[src/hw/msad_cfg.svh]
// Address map constants for the memory space address decoder
`ifndef MSAD_CFG_SVH
`define MSAD_CFG_SVH

// Region bases and sizes, byte addresses
`define MSAD_L1I_BASE 32'hffa0_0000
`define MSAD_L1I_SIZE 32'h0001_0000
`define MSAD_L1I_CACHE_OFS 32'h0000_c000
`define MSAD_L1D_A_BASE 32'hff80_0000
`define MSAD_L1D_B_BASE 32'hff90_0000
`define MSAD_L1D_BANK_SIZE 32'h0000_8000
`define MSAD_SCR_BASE 32'hffb0_0000
`define MSAD_SCR_SIZE 32'h0000_1000
`define MSAD_SYS_REG_BASE 32'hffc0_0000
`define MSAD_CORE_REG_BASE 32'hffe0_0000
`define MSAD_REG_BLK_SIZE 32'h0020_0000
`define MSAD_BOOT_BASE 32'hef00_0000
`define MSAD_BOOT_SIZE 32'h0000_0800
`define MSAD_ASYNC_BASE 32'h2000_0000
`define MSAD_ASYNC_SEG 32'h0010_0000
`define MSAD_ASYNC_SEL_LSB 20
`define MSAD_SDRAM_BASE 32'h0000_0000
`define MSAD_SDRAM_MIN 32'h0100_0000
`define MSAD_SDRAM_MAX_CODE 3'h5
`define MSAD_SDRAM_MIN_LG 24

// SDRAM internal banks and row field
`define MSAD_SDRAM_BANKS 4
`define MSAD_SDRAM_BANK_W 2
`define MSAD_ROW_LSB 10
`define MSAD_ROW_W 13

`endif

[src/hw/msad_pkg.sv]
// Types shared by the memory space address decoder
package msad_pkg;

  typedef enum logic [2:0] {
    MSAD_MODE_USER = 3'h1,
    MSAD_MODE_SUPER = 3'h2,
    MSAD_MODE_EMUL = 3'h4
  } msad_mode_e;

  typedef enum logic [9:0] {
    MSAD_TGT_NONE = 10'h001,
    MSAD_TGT_L1I = 10'h002,
    MSAD_TGT_L1D_A = 10'h004,
    MSAD_TGT_L1D_B = 10'h008,
    MSAD_TGT_SCR = 10'h010,
    MSAD_TGT_CORE_REG = 10'h020,
    MSAD_TGT_SYS_REG = 10'h040,
    MSAD_TGT_SDRAM = 10'h080,
    MSAD_TGT_ASYNC = 10'h100,
    MSAD_TGT_BOOT = 10'h200
  } msad_target_e;

endpackage

[src/hw/msad_decoder.sv]
// Memory space address decoder with privilege and configuration checks
`timescale 1ns/1ns
`default_nettype none
`include "msad_cfg.svh"

// Contract
// - One byte-addressed 4G space, chosen by a 32-bit address.
// - No separate I/O space; control registers are reached by address only.
// - Two control register blocks near the top: core and peripherals.
// - Control blocks need supervisor; peripheral masters see them as reserved.
// - Modes user, supervisor, emulation; user denied system resources.
// - L1 instruction 64K, instructions only; 16K may be cache.
// - Two L1 data banks of 32K, each cache or SRAM.
// - 4K scratchpad is data SRAM only, never cache, never fetched.
// - External accesses go to the 16-bit external bus unit.
// - SDRAM up to 512M, 4 internal banks, one open row each.
// - Four asynchronous banks, each a fixed 1M segment.
// - With boot from ROM, first fetch after reset goes to boot ROM unless it comes in the first two cycles, before the strap is synchronised.
module msad_decoder
  import msad_pkg::*;
#(
  parameter int ADDR_W = 32,
  parameter int ASYNC_BANKS = 4
)
(
  // Clock and reset
  input wire logic clk_i,
  input wire logic reset_n_i,
  // Request from core or DMA master
  input wire logic req_valid_i,
  input wire logic [ADDR_W-1:0] req_addr_i,
  input wire logic req_write_i,
  input wire logic req_fetch_i,
  input wire logic req_periph_i,
  input wire msad_pkg::msad_mode_e req_mode_i,
  // Memory configuration from same-clock logic
  input wire logic cfg_icache_en_i,
  input wire logic cfg_dbank_a_cache_i,
  input wire logic cfg_dbank_b_cache_i,
  input wire logic cfg_dbank_b_present_i,
  input wire logic [2:0] cfg_sdram_size_i,
  input wire logic [ASYNC_BANKS-1:0] cfg_async_en_i,
  // Boot strap pin
  input wire logic boot_rom_sel_i,
  // Routed answer
  output logic resp_valid_o,
  output logic resp_error_o,
  output msad_pkg::msad_target_e resp_target_o,
  output logic [ADDR_W-1:0] resp_offset_o,
  output logic resp_write_o,
  output logic resp_ext_o,
  output logic [1:0] resp_async_bank_o,
  output logic [1:0] resp_sdram_bank_o,
  output logic resp_row_hit_o,
  output logic resp_boot_redirect_o
);

  import msad_pkg::*;

  // Boot strap synchroniser; first flop feeds only the second
  logic boot_meta;
  logic boot_sync;
  logic first_fetch;

  always_ff @(posedge clk_i or negedge reset_n_i)
  begin
    if (!reset_n_i)
    begin
      boot_meta <= 1'b0;
      boot_sync <= 1'b0;
    end
    else
    begin
      boot_meta <= boot_rom_sel_i;
      boot_sync <= boot_meta;
    end
  end

  // Boot redirect of the first fetch
  wire redirect = req_valid_i && req_fetch_i && first_fetch && boot_sync;
  wire [ADDR_W-1:0] addr = redirect ? `MSAD_BOOT_BASE : req_addr_i;

  // Privilege: emulation counts as supervisor; user and DMA masters do not
  wire privileged = (req_mode_i == MSAD_MODE_SUPER) || (req_mode_i == MSAD_MODE_EMUL);
  wire reg_allowed = privileged && !req_periph_i;

  // Region hits over the single flat space
  wire [ADDR_W-1:0] ofs_l1i = addr - `MSAD_L1I_BASE;
  wire [ADDR_W-1:0] ofs_da = addr - `MSAD_L1D_A_BASE;
  wire [ADDR_W-1:0] ofs_db = addr - `MSAD_L1D_B_BASE;
  wire [ADDR_W-1:0] ofs_scr = addr - `MSAD_SCR_BASE;
  wire [ADDR_W-1:0] ofs_core = addr - `MSAD_CORE_REG_BASE;
  wire [ADDR_W-1:0] ofs_sys = addr - `MSAD_SYS_REG_BASE;
  wire [ADDR_W-1:0] ofs_boot = addr - `MSAD_BOOT_BASE;
  wire [ADDR_W-1:0] ofs_async = addr - `MSAD_ASYNC_BASE;
  wire [ADDR_W-1:0] ofs_sdram = addr - `MSAD_SDRAM_BASE;

  // Offsets wrap below a base, so each hit tests the lower bound too
  wire hit_l1i = (addr >= `MSAD_L1I_BASE) && (ofs_l1i < `MSAD_L1I_SIZE);
  wire hit_da = (addr >= `MSAD_L1D_A_BASE) && (ofs_da < `MSAD_L1D_BANK_SIZE);
  wire hit_db = (addr >= `MSAD_L1D_B_BASE) && (ofs_db < `MSAD_L1D_BANK_SIZE);
  wire hit_scr = (addr >= `MSAD_SCR_BASE) && (ofs_scr < `MSAD_SCR_SIZE);
  wire hit_core = (addr >= `MSAD_CORE_REG_BASE) && (ofs_core < `MSAD_REG_BLK_SIZE);
  wire hit_sys = (addr >= `MSAD_SYS_REG_BASE) && (ofs_sys < `MSAD_REG_BLK_SIZE);
  wire hit_boot = (addr >= `MSAD_BOOT_BASE) && (ofs_boot < `MSAD_BOOT_SIZE);

  // Async banks sit in fixed 1M segments, even when the device is smaller
  wire [ADDR_W-1:0] async_span = ADDR_W'(`MSAD_ASYNC_SEG * ASYNC_BANKS);
  wire in_async = (addr >= `MSAD_ASYNC_BASE) && (ofs_async < async_span);
  wire [1:0] async_bank = ofs_async[`MSAD_ASYNC_SEL_LSB +: 2];
  wire [ADDR_W-1:0] async_ofs = ofs_async & (`MSAD_ASYNC_SEG - 32'h1);
  wire hit_async = in_async && cfg_async_en_i[async_bank];

  // SDRAM size is 16M shifted by the code, capped at 512M
  wire [2:0] size_code = (cfg_sdram_size_i > `MSAD_SDRAM_MAX_CODE) ?
                         `MSAD_SDRAM_MAX_CODE : cfg_sdram_size_i;
  wire [ADDR_W-1:0] sdram_size = `MSAD_SDRAM_MIN << size_code;
  wire hit_sdram = (addr >= `MSAD_SDRAM_BASE) && (ofs_sdram < sdram_size);

  // Internal bank is the top two address bits inside the programmed size
  logic [1:0] sdram_bank;
  always_comb
  begin
    sdram_bank = 2'h0;
    for (int i = 0; i <= `MSAD_SDRAM_MAX_CODE; i++)
    begin
      if (size_code == 3'(i))
      begin
        sdram_bank = ofs_sdram[`MSAD_SDRAM_MIN_LG + i - `MSAD_SDRAM_BANK_W +: 2];
      end
    end
  end
  wire [`MSAD_ROW_W-1:0] sdram_row = ofs_sdram[`MSAD_ROW_LSB +: `MSAD_ROW_W];

  // Configuration checks; cache ways are not reachable as plain memory
  wire l1i_cache_area = cfg_icache_en_i && (ofs_l1i >= `MSAD_L1I_CACHE_OFS);
  wire ok_l1i = hit_l1i && req_fetch_i && !l1i_cache_area;
  wire ok_da = hit_da && !req_fetch_i && !cfg_dbank_a_cache_i;
  wire ok_db = hit_db && !req_fetch_i && cfg_dbank_b_present_i && !cfg_dbank_b_cache_i;
  wire ok_scr = hit_scr && !req_fetch_i;
  wire ok_core = hit_core && !req_fetch_i && reg_allowed;
  wire ok_sys = hit_sys && !req_fetch_i && reg_allowed;
  wire ok_boot = hit_boot && !req_write_i;

  // Target selection; anything not claimed is reserved
  // Disjoint regions make the priority order below harmless
  logic tgt_ok;
  msad_target_e tgt;
  logic [ADDR_W-1:0] tgt_ofs;
  always_comb
  begin
    tgt_ok = 1'b1;
    tgt = MSAD_TGT_NONE;
    tgt_ofs = addr;
    if (ok_l1i)
    begin
      tgt = MSAD_TGT_L1I;
      tgt_ofs = ofs_l1i;
    end
    else if (ok_da)
    begin
      tgt = MSAD_TGT_L1D_A;
      tgt_ofs = ofs_da;
    end
    else if (ok_db)
    begin
      tgt = MSAD_TGT_L1D_B;
      tgt_ofs = ofs_db;
    end
    else if (ok_scr)
    begin
      tgt = MSAD_TGT_SCR;
      tgt_ofs = ofs_scr;
    end
    else if (ok_core)
    begin
      tgt = MSAD_TGT_CORE_REG;
      tgt_ofs = ofs_core;
    end
    else if (ok_sys)
    begin
      tgt = MSAD_TGT_SYS_REG;
      tgt_ofs = ofs_sys;
    end
    else if (ok_boot)
    begin
      tgt = MSAD_TGT_BOOT;
      tgt_ofs = ofs_boot;
    end
    else if (hit_sdram)
    begin
      tgt = MSAD_TGT_SDRAM;
      tgt_ofs = ofs_sdram;
    end
    else if (hit_async)
    begin
      tgt = MSAD_TGT_ASYNC;
      tgt_ofs = async_ofs;
    end
    else
    begin
      tgt_ok = 1'b0;
    end
  end

  // External targets leave through the external bus unit
  wire is_sdram = (tgt == MSAD_TGT_SDRAM);
  wire is_ext = is_sdram || (tgt == MSAD_TGT_ASYNC);

  // Open row per internal SDRAM bank
  // Rows close here only on reset; precharge and refresh belong to the controller
  logic [`MSAD_ROW_W-1:0] open_row [`MSAD_SDRAM_BANKS];
  logic [`MSAD_SDRAM_BANKS-1:0] row_open;
  wire bank_open = row_open[sdram_bank];
  wire [`MSAD_ROW_W-1:0] bank_row = open_row[sdram_bank];
  wire row_hit = bank_open && (bank_row == sdram_row);
  wire row_update = req_valid_i && is_sdram;

  always_ff @(posedge clk_i or negedge reset_n_i)
  begin
    if (!reset_n_i)
    begin
      row_open <= '0;
      for (int b = 0; b < `MSAD_SDRAM_BANKS; b++)
      begin
        open_row[b] <= '0;
      end
    end
    else if (row_update)
    begin
      row_open[sdram_bank] <= 1'b1;
      open_row[sdram_bank] <= sdram_row;
    end
  end

  // First fetch after reset; only fetches clear it
  // A fetch with the strap low spends the redirect as well
  always_ff @(posedge clk_i or negedge reset_n_i)
  begin
    if (!reset_n_i)
      first_fetch <= 1'b1;
    else if (req_valid_i && req_fetch_i)
      first_fetch <= 1'b0;
  end

  // Next answer values; an idle or blocked cycle routes nowhere
  wire next_error = req_valid_i && !tgt_ok;
  msad_target_e next_target;
  assign next_target = req_valid_i ? tgt : MSAD_TGT_NONE;
  wire next_ext = req_valid_i && is_ext;
  wire next_row_hit = req_valid_i && is_sdram && row_hit;

  // Answer handshake and routing, one cycle after each request
  always_ff @(posedge clk_i or negedge reset_n_i)
  begin
    if (!reset_n_i)
    begin
      resp_valid_o <= 1'b0;
      resp_error_o <= 1'b0;
      resp_target_o <= MSAD_TGT_NONE;
      resp_write_o <= 1'b0;
    end
    else
    begin
      resp_valid_o <= req_valid_i;
      resp_error_o <= next_error;
      resp_target_o <= next_target;
      resp_write_o <= req_write_i;
    end
  end

  // Offset inside the chosen region; raw address when blocked
  always_ff @(posedge clk_i or negedge reset_n_i)
  begin
    if (!reset_n_i)
    begin
      resp_offset_o <= '0;
      resp_ext_o <= 1'b0;
    end
    else
    begin
      resp_offset_o <= tgt_ofs;
      resp_ext_o <= next_ext;
    end
  end

  // Bank details and boot redirect flag; the bank fields only meaningful while the target is external
  always_ff @(posedge clk_i or negedge reset_n_i)
  begin
    if (!reset_n_i)
    begin
      resp_async_bank_o <= 2'h0;
      resp_sdram_bank_o <= 2'h0;
      resp_row_hit_o <= 1'b0;
      resp_boot_redirect_o <= 1'b0;
    end
    else
    begin
      resp_async_bank_o <= async_bank;
      resp_sdram_bank_o <= sdram_bank;
      resp_row_hit_o <= next_row_hit;
      resp_boot_redirect_o <= redirect;
    end
  end

endmodule
`default_nettype wire

[config.mk]
export PLATFORM = sky130hd
export DESIGN_NAME = msad_decoder
export DESIGN_NICKNAME = d
export VERILOG_FILES = /design/src/hw/msad_pkg.sv /design/src/hw/msad_decoder.sv
export VERILOG_INCLUDE_DIRS = /design/src /design/src/hw
export SDC_FILE = /design/constraint.sdc
export NUM_CORES = 1
export LEC_CHECK = 0
export BUFFER_PORTS_ARGS = -buffer_cell sky130_fd_sc_hd__buf_2
export CORE_UTILIZATION = 50
export CTS_CLUSTER_DIAMETER = 60
export DETAILED_ROUTE_END_ITERATION = 6
export PLACE_DENSITY = 0.73
export SLEW_MARGIN = 20
export SYNTH_ARGS = -nofsm -noshare
export SYNTH_HDL_FRONTEND = slang
export SYNTH_SLANG_ARGS = --single-unit
[constraint.sdc]
create_clock -name clk_i -period 5.1 [get_ports clk_i]
set_input_delay 0.255 -clock clk_i [delete_from_list [all_inputs] [get_ports clk_i]]
set_output_delay 0.255 -clock clk_i [all_outputs]
set_load 0.01 [all_outputs]
==> impl_results.md, run 1 <==
* Outcome: completed
* Initial antenna violation count at 0
* Worst path max stage delay at between 0.7 and 0.8 ns
* Area contributors post-synth: dfrtp_1 41%, mux2_2 7.2%, ha_1 5.7%, mux2i_1 5.0%, xnor2_1 2.5%
* Fin. max-slew vios at 0
* FILL cells at around 1100
* Hold_buf cts at 2
* Die height at between 100 and 150 um
* Fin crit period at around 4.5 ns
* Critical R2R Launch: first_fetch
* Seq/Total Area, Yosys at 0.4229
* Starting Density at 0.5167
* Register area at 0.002780 mm2
* Critical path's most frequent cell: buf_4
* R2r endpoint: open_row[5]
* Slack of the critical path at between 0.5 and 0.6 ns
* Min-Delay Startpoint: req_write_i
* Diodes inserted at 0
* # Post-CTS Setup Buffers at 0
* Ys flop type: dfrtp_1
* PortBufs at ~100
* Grt total ovfl at 0
* Rows at 41
* 1st-iter DRT viols at 374
* GPL Wtd Cong at around 0.95
* Largest net degree at the start of global routing at 61
* Clock latency on the worst-skew pair at between 0.3 and 0.4 ns
* Clk buf depth at 2
* Syn Area/Cell at slightly above 10 um2
* Area growth from synthesis to layout at 14.86%
* Most common cell in the netlist: dfrtp_1
* Leakage power at 3.438 nW
* Buf+Inv Stages, Crit Path at 2
* Fmax at 222.1 MHz
* CP cell instances: nand4_2, buf_4, nand2b_1, ha_1, nor4b_1, o211ai_1, or4_1, and4b_4, and2_4, nand3_1, buf_4, mux2_2
* Pwr dens at between 300 and 400 mW/mm2
* IO Pins at between 100 and 150
* Overall Power at 2.522 mW
* Min-Delay Endpoint: resp_write_o
* Number of global-route vias before repair at 5020
* Setup violations, final at 0
* Commonest cells post-synth: 109 x dfrtp_1, 42 x mux2_2, 38 x nor2_1, 35 x nand2_1, 33 x mux2i_1
* Setup TNS at 0 ns
* Antenna-violating nets left at 0
* First-pass GRT wire length at 27.25 mm
* Post-synthesis async set-or-reset flop share at 1.000
* Synthesized flop and latch total at approximately 110
* Dpl ws at slightly above 0.5 ns
* CTS buffer count at 9
* Element type at the critical path end: register
* CTS clk-pin slew, worst paths at approximately 0.080 ns
* Yosys warning total at 0
* Placed Area at 0.007243 mm2
* Die W at about 120 um
* Clock sinks at between 100 and 150
* Critical path's slowest cell: or4_1
* Startpoint Class: register
* TritonCTS clock tree: done
* DR pass1 iterations at 5
* Worst Tran Pin Value at 0.7862 ns
* Die area at around 0.014 mm2
* Core ar. at roughly 0.013 mm2
* Worst r2r path cells at 12
* Mapped Cells at 635
* Hpwl dp at roughly 13 mm
* Mapped Area at ~0.0066 mm2
* Avg WL per Cell at 19.60 um
* CP Data Arrival Time at approximately 4.8 ns
* Hold Path Depth at 1
* Unrepaired setup endpoints after global routing: no
* Post-route cell area at roughly 0.0076 mm2
* Multi-input gate area at 0.003487 mm2
* Worst R2R Setup Slack at around 0.60 ns
* Vias/cell at 5.877
* Distinct cells, synth at between 80 and 90
* GRT Resource Usage Total at 0.2697
* Tcrit/Tclk final at 0.8827
* Nets at 811
* Hold Vio Cnt, Final at 0
* CTS H-tree lvls at 3
* Worst Hold Class: input pin to register
* DRC viols at 0
* Share of layout cells above drive strength 1 at 0.2892
* Root Buffer: clkbuf_16
* Maximum vdd drop at slightly below 200 uV
* Rel. slew slack at 0.4753
* WS Path Type: register to register
* # resized after CTS at 0
* Post-synth EDFFs at 0
* Vias at about 5300
* Area leader, netlist: dfrtp_1
* MaxCap Viol Count at 0
* Max FO, Critical Path at 19
* Total wire length at between 15 and 20 mm
* Delay-heaviest family, CP: simple AND/OR/NAND/NOR gates
* Req. time, crit path at around 5.3 ns
* Post-Route Skew at roughly 0.011 ns
* Area share of the largest cell type after synthesis at 0.4149
[state kept, by name, indices dropped and copies added (netlist names), 2 cells and up]
signal and cells:
open_row 52, resp_target_o 10, resp_async_bank_o 2, row_open 4, resp_offset_o 32, resp_sdram_bank_o 2
[per-stage QoR]
stage               cells  hold WS, ns  utilization
floorplan             636     -0.04059            -
global placement      887       0.3617       0.5693
detailed placement    887       0.3671       0.5693
CTS                   905      0.01538       0.5930
global route          905      0.01871       0.5935
finish                905      0.01605       0.5935
[logic make-up (layout without fill, tap and decap cells)]
family          after synthesis  count (layout)  synth area share
buf+inv                      71             168           0.04815
xor+xnor                     28              28           0.03731
other cells                   1               2         0.0005704
compound gates               92              92            0.1009
simple gates                217             217            0.1888
mux                          84              84            0.1427
flops                       111             111            0.4229
fa+ha+maj                    31              31           0.05862
[placed cells by master (no fill, tap or decap), types with 19 or more instances in the layout]
cell type    n
ha_1        30
xnor2_1     19
inv_1       25
dfrtp_1    109
nand2_1     35
buf_2      103
and2_1      21
mux2i_1     33
a21oi_1     20
nor2_1      38
buf_4       20
mux2_2      42
nand3_1     27
[how the worst max path moves through the flow]
stage	from	endpoint	cells past startpoint	slack, ns
finish	first_fetch	open_row[5]	12	0.60
global route	first_fetch	open_row[51]	13	0.48
CTS	boot_sync	open_row[40]	12	0.47
detailed placement	req_valid_i	open_row[40]	13	0.51
global placement	first_fetch	open_row[48]	12	0.68
floorplan	first_fetch	open_row[29]	16	1.03
[layer usage]
| metal | routed length (um) | vias to the layer above | track usage |
|---|---|---|---|
| li1 | - | 2468 | - |
| met1 | 8129 | 2611 | 0.3773 |
| met2 | 8002 | 217 | 0.4264 |
| met3 | 1341 | 23 | 0.05397 |
| met4 | 267 | 0 | 0.07089 |
| met5 | 0 | - | 0 |
[worst register-to-register path, cell delays in order (launching register included)]
cell and delay (ns):
dfstp_2 0.59, nand4_2 0.25, buf_4 0.29, nand2b_1 0.12, ha_1 0.42, nor4b_1 0.68
o211ai_1 0.18, or4_1 0.71, and4b_4 0.27, and2_4 0.18, nand3_1 0.08, buf_4 0.26
mux2_2 0.37
[power by group]
group	internal, mW	total [mW]	switching [mW]
Sequential	1.07	1.17	0.102
Clock	0.340	0.686	0.346
Combinational	0.343	0.663	0.321
[final cells by class]
| class | count | area share |
|---|---|---|
| Clock buffer | 10 | 0.03032 |
| Clock inverter | 6 | 0.006959 |
| Inverter | 27 | 0.01342 |
| Multi-Input combinational cell | 454 | 0.4618 |
| Sequential cell | 111 | 0.3682 |
| Tap cell | 172 | 0.02850 |
| Timing Repair Buffer | 125 | 0.09080 |
Note: power is estimated with default switching activity, not from simulation.
==> run 2, diff against run 1 <==
--- a/config.mk
+++ b/config.mk
@@ -6,11 +6,13 @@
 export SDC_FILE = /design/constraint.sdc
 export NUM_CORES = 1
 export LEC_CHECK = 0
+export ABC_AREA = 1
 export BUFFER_PORTS_ARGS = -buffer_cell sky130_fd_sc_hd__buf_2
 export CORE_UTILIZATION = 50
 export CTS_CLUSTER_DIAMETER = 60
 export DETAILED_ROUTE_END_ITERATION = 6
-export PLACE_DENSITY = 0.73
+export PLACE_DENSITY = 0.72
+export REMOVE_ABC_BUFFERS = 1
 export SLEW_MARGIN = 20
 export SYNTH_ARGS = -nofsm -noshare
 export SYNTH_HDL_FRONTEND = slang
==> constraint.sdc (replaced) <==
create_clock -name clk_i -period 5.6 [get_ports clk_i]
set_input_delay 0.28 -clock clk_i [delete_from_list [all_inputs] [get_ports clk_i]]
set_output_delay 0.28 -clock clk_i [all_outputs]
set_load 0.01 [all_outputs]
==> impl_results.md, run 2 <==
* GPL Wtd Cong at 0.9757 (was 0.9517)
* CTS buffer count at 9 (unchanged)
* Diodes inserted at 0 (unchanged)
* Post-route cell area at 0.008054 mm2 (was 0.007551 mm2)
* Commonest non-fill, non-tap cell in the layout: nand2_1 (was dfrtp_1)
* Fin crit period at 4.689 ns (was 4.502 ns)
* DRC viols at 0 (unchanged)
* Fin. max-slew vios at 0 (unchanged)
* Top flop regs: open_row x52, resp_offset_o x32, resp_target_o x10 (unchanged)
* TritonCTS clock tree: done (unchanged)
* Hold Vio Cnt, Final at 0 (unchanged)
* CTS clk-pin slew, worst paths at 0.08 ns (about the same)
* Clk buf depth at 2 (unchanged)
* Final Util at 0.5802 (was 0.5935)
* Most crowded layer after global routing: met2 (unchanged)
* Vias at 7252 (was 5319)
* Nets at 1202 (was 811)
* Antenna-violating nets left at 0 (unchanged)
* Max reg flops at 52 (unchanged)
* Req. time, crit path at 5.85 ns (was 5.34 ns)
* Initial antenna violation count at 0 (unchanged)
* CTS H-tree lvls at 3 (unchanged)
* Leakage power at 4.494 nW (was 3.438 nW)
* Mapped Cells at 1030 (was 635)
* Die height at 121.5 um (was 116.7 um)
* # Post-CTS Setup Buffers at 0 (unchanged)
* GRT Resource Usage Total at 0.3149 (was 0.2697)
* Post-Route Skew at 0.01382 ns (was 0.01149 ns)
* Buf+Inv Stages, Crit Path at 2 (unchanged)
* WS Path Type: register to register (unchanged)
* Worst Tran Pin Value at 1.086 ns (was 0.7862 ns)
* Root Buffer: clkbuf_16 (unchanged)
* Critical path's slowest cell: nor2_4 (was or4_1)
* R2r endpoint: open_row[16] (was open_row[5])
* Maximum vdd drop at 147.7 uV (was 198.4 uV)
* Most common cell in the netlist: nand2_1 (was dfrtp_1)
* Syn Area/Cell at 6.934 um2 (was 10.35 um2)
* Area growth from synthesis to layout at 12.77% (was 14.86%)
* PortBufs at 104 (unchanged)
* Synthesized flop and latch total at 111 (unchanged)
* Commonest cells post-synth: 393 x nand2_1, 111 x nand3_1, 109 x dfrtp_1, 89 x inv_1, 87 x nor2_1 (was 109 x dfrtp_1, 42 x mux2_2, 38 x nor2_1, 35 x nand2_1, 33 x mux2i_1)
* Area leader, netlist: dfrtp_1 (unchanged)
* Clock latency on the worst-skew pair at 0.37 ns (was 0.36 ns)
* Seq/Total Area, Yosys at 0.3893 (was 0.4229)
* Biggest register: open_row (unchanged)
* Min-Delay Endpoint: boot_meta (was resp_write_o)
* Critical path's most frequent cell: nand2_1 (was buf_4)
* CP Data Arrival Time at 4.94 ns (was 4.75 ns)
* Tcrit/Tclk final at 0.8372 (was 0.8827)
* Clock sinks at 111 (unchanged)
* Dpl cells at 1287 (was 887)
* Setup TNS at 0 ns (unchanged)
* CP cell instances: nand2_1, nor2_4, nor2_1, inv_1, ha_1, inv_1, a21oi_1, nand2_1, a21oi_1, o21ai_0, a21boi_0, o21ai_0, a21oi_1, nand3_1, nor2_4, nand2_1, nand2_1, nand2_1 (was nand4_2, buf_4, nand2b_1, ha_1, nor4b_1, o211ai_1, or4_1, and4b_4, and2_4, nand3_1, buf_4, mux2_2)
* Non-Filler Instances at 1303 (was 905)
* Share of layout cells above drive strength 1 at 0.1523 (was 0.2892)
* 1st-iter DRT viols at 803 (was 374)
* Hold Slack at 0.01290 ns (was 0.01605 ns)
* Hpwl dp at 15.92 mm (was 13.02 mm)
* Startpoint Class: register (unchanged)
* Worst r2r path cells at 18 (was 12)
* Die W at 121.5 um (was 116.7 um)
* Number of global-route vias before repair at 6748 (was 5020)
* Post-synthesis async set-or-reset flop share at 1.000 (unchanged)
* Setup violations, final at 0 (unchanged)
* Yosys warning total at 0 (unchanged)
* Mapped Area at 0.007142 mm2 (was 0.006574 mm2)
* DR pass1 iterations at 5 (unchanged)
* Grt total ovfl at 0 (unchanged)
* Placed Area at 0.007739 mm2 (was 0.007243 mm2)
* Worst R2R Setup Slack at 0.91 ns (was 0.60 ns)
* Max FO, Critical Path at 24 (was 19)
* Core ar. at 0.01388 mm2 (was 0.01272 mm2)
* Outcome: completed (unchanged)
* Critical R2R Launch: first_fetch (unchanged)
* Vias/cell at 5.566 (was 5.877)
* Unrepaired setup endpoints after global routing: no (unchanged)
* Commonest non-fill, non-tap cells in the layout: 393 x nand2_1, 111 x nand3_1, 109 x dfrtp_1 (was 109 x dfrtp_1, 103 x buf_2, 42 x mux2_2)
* Hold Path Depth at 1 (unchanged)
* Die area at 0.01477 mm2 (was 0.01361 mm2)
* Starting Density at 0.5145 (was 0.5167)
* Distinct cells, synth at 40 (was 81)
* Largest net degree at the start of global routing at 69 (was 61)
* Area share of the largest cell type after synthesis at 0.3819 (was 0.4149)
* Pwr dens at 292.4 mW/mm2 (was 333.9 mW/mm2)
* Avg WL per Cell at 17.01 um (was 19.60 um)
* Min-Delay Startpoint: boot_rom_sel_i (was req_write_i)
* Worst Hold Class: input pin to register (unchanged)
* Rel. slew slack at 0.2733 (was 0.4753)
* First-pass GRT wire length at 35.19 mm (was 27.25 mm)
* Post-synth EDFFs at 0 (unchanged)
* Rows at 43 (was 41)
* Worst path max stage delay at 0.56 ns (was 0.71 ns)
* Area contributors post-synth: dfrtp_1 38%, nand2_1 21%, nand3_1 7.8%, ha_1 5.3%, inv_1 4.7% (was dfrtp_1 41%, mux2_2 7.2%, ha_1 5.7%, mux2i_1 5.0%, xnor2_1 2.5%)
* Element type at the critical path end: register (unchanged)
* GR Util met3 at 0.05592 (was 0.05397)
* MaxCap Viol Count at 0 (unchanged)
* Total wire length at 22.16 mm (was 17.74 mm)
* IO Pins at 105 (unchanged)
* GR Util met2 at 0.5341 (was 0.4264)
* Grt met1 use at 0.3885 (was 0.3773)
* Fmax at 213.3 MHz (was 222.1 MHz)
* Ys flop type: dfrtp_1 (unchanged)
* Delay-heaviest family, CP: simple AND/OR/NAND/NOR gates (unchanged)
-- run 2: layer usage --
| layer | wire length (um) | up-vias | part of all wire |
|---|---|---|---|
| li1 | - | 3454 | - |
| met1 | 8933 | 3389 | 0.40 |
| met2 | 10760 | 333 | 0.49 |
| met3 | 1504 | 76 | 0.068 |
| met4 | 960 | 0 | 0.043 |
| met5 | 0 | - | 0 |
-- run 2: how the worst max path moves through the flow --
stage / startpoint / to / slack (ns) / cells after the start
4_1_cts: first_fetch / open_row[33] / 0.96 / 18
3_3_place_gp: first_fetch / open_row[23] / 1.08 / 18
6_report: first_fetch / open_row[16] / 0.91 / 18
5_1_grt: first_fetch / open_row[26] / 0.56 / 18
2_1_floorplan: boot_sync / open_row[0] / 0.89 / 21
3_5_place_dp: first_fetch / open_row[34] / 1.01 / 18
-- run 2: final cells by class --
type | count | area (um2)
repair buffers | 112 | 585.6
fillers | 1343 | 5827
inverters | 97 | 364.1
multi-input cells | 788 | 3794
well taps | 180 | 225.2
clock inverters | 6 | 80.08
flip-flops and latches | 111 | 2780
clock buffers | 9 | 225.2
-- run 2: worst reg2reg max path: cells and delay by family, from the launching register on --
| family | cells | cell delay, ns |
|---|---|---|
| AND/OR/NAND/NOR | 9 | 2.30 |
| AO/OA/AOI/OAI | 6 | 1.02 |
| flip-flops | 1 | 0.53 |
| adder cells (fa/ha/maj) | 1 | 0.29 |
| buffers and inverters | 2 | 0.41 |
-- run 2: logic make-up (layout without fill, tap and decap cells) --
logic type / Yosys count / in the layout / synth area share
xor gates and xnor gates: 15 / 15 / 0.01840
other: 1 / 2 / 0.0005251
DFF: 111 / 111 / 0.3893
muxes: 1 / 1 / 0.001577
buffers and inverters: 132 / 224 / 0.08076
AOI/OAI and AO/OA: 64 / 64 / 0.04993
adders and majority gates: 30 / 30 / 0.05256
and+or+nand+nor: 676 / 676 / 0.4070
-- run 2: timing repair --
| item | CTS | global route |
|---|---|---|
| endpoints found under the hold margin | 42 | 0 |
| hold buffers | 1 | 0 |
| gates resized for setup | 0 | 0 |
-- run 2: metrics by stage --
| step | worst slack [ns] | total power, mW |
|---|---|---|
| 6_report | 0.9114 | 2.355 |
| 5_1_grt | 0.5565 | 2.500 |
| 4_1_cts | 0.9622 | 2.358 |
| 3_5_place_dp | 1.010 | 1.683 |
| 3_3_place_gp | 1.080 | 1.666 |
| 2_1_floorplan | 0.8860 | 1.469 |
-- run 2: power by group --
group	switching, mW	leakage [nW]	internal [mW]
combinational	0.416	2.99	0.213
clock	0.320	0.151	0.355
sequential	0.0844	1.36	0.967
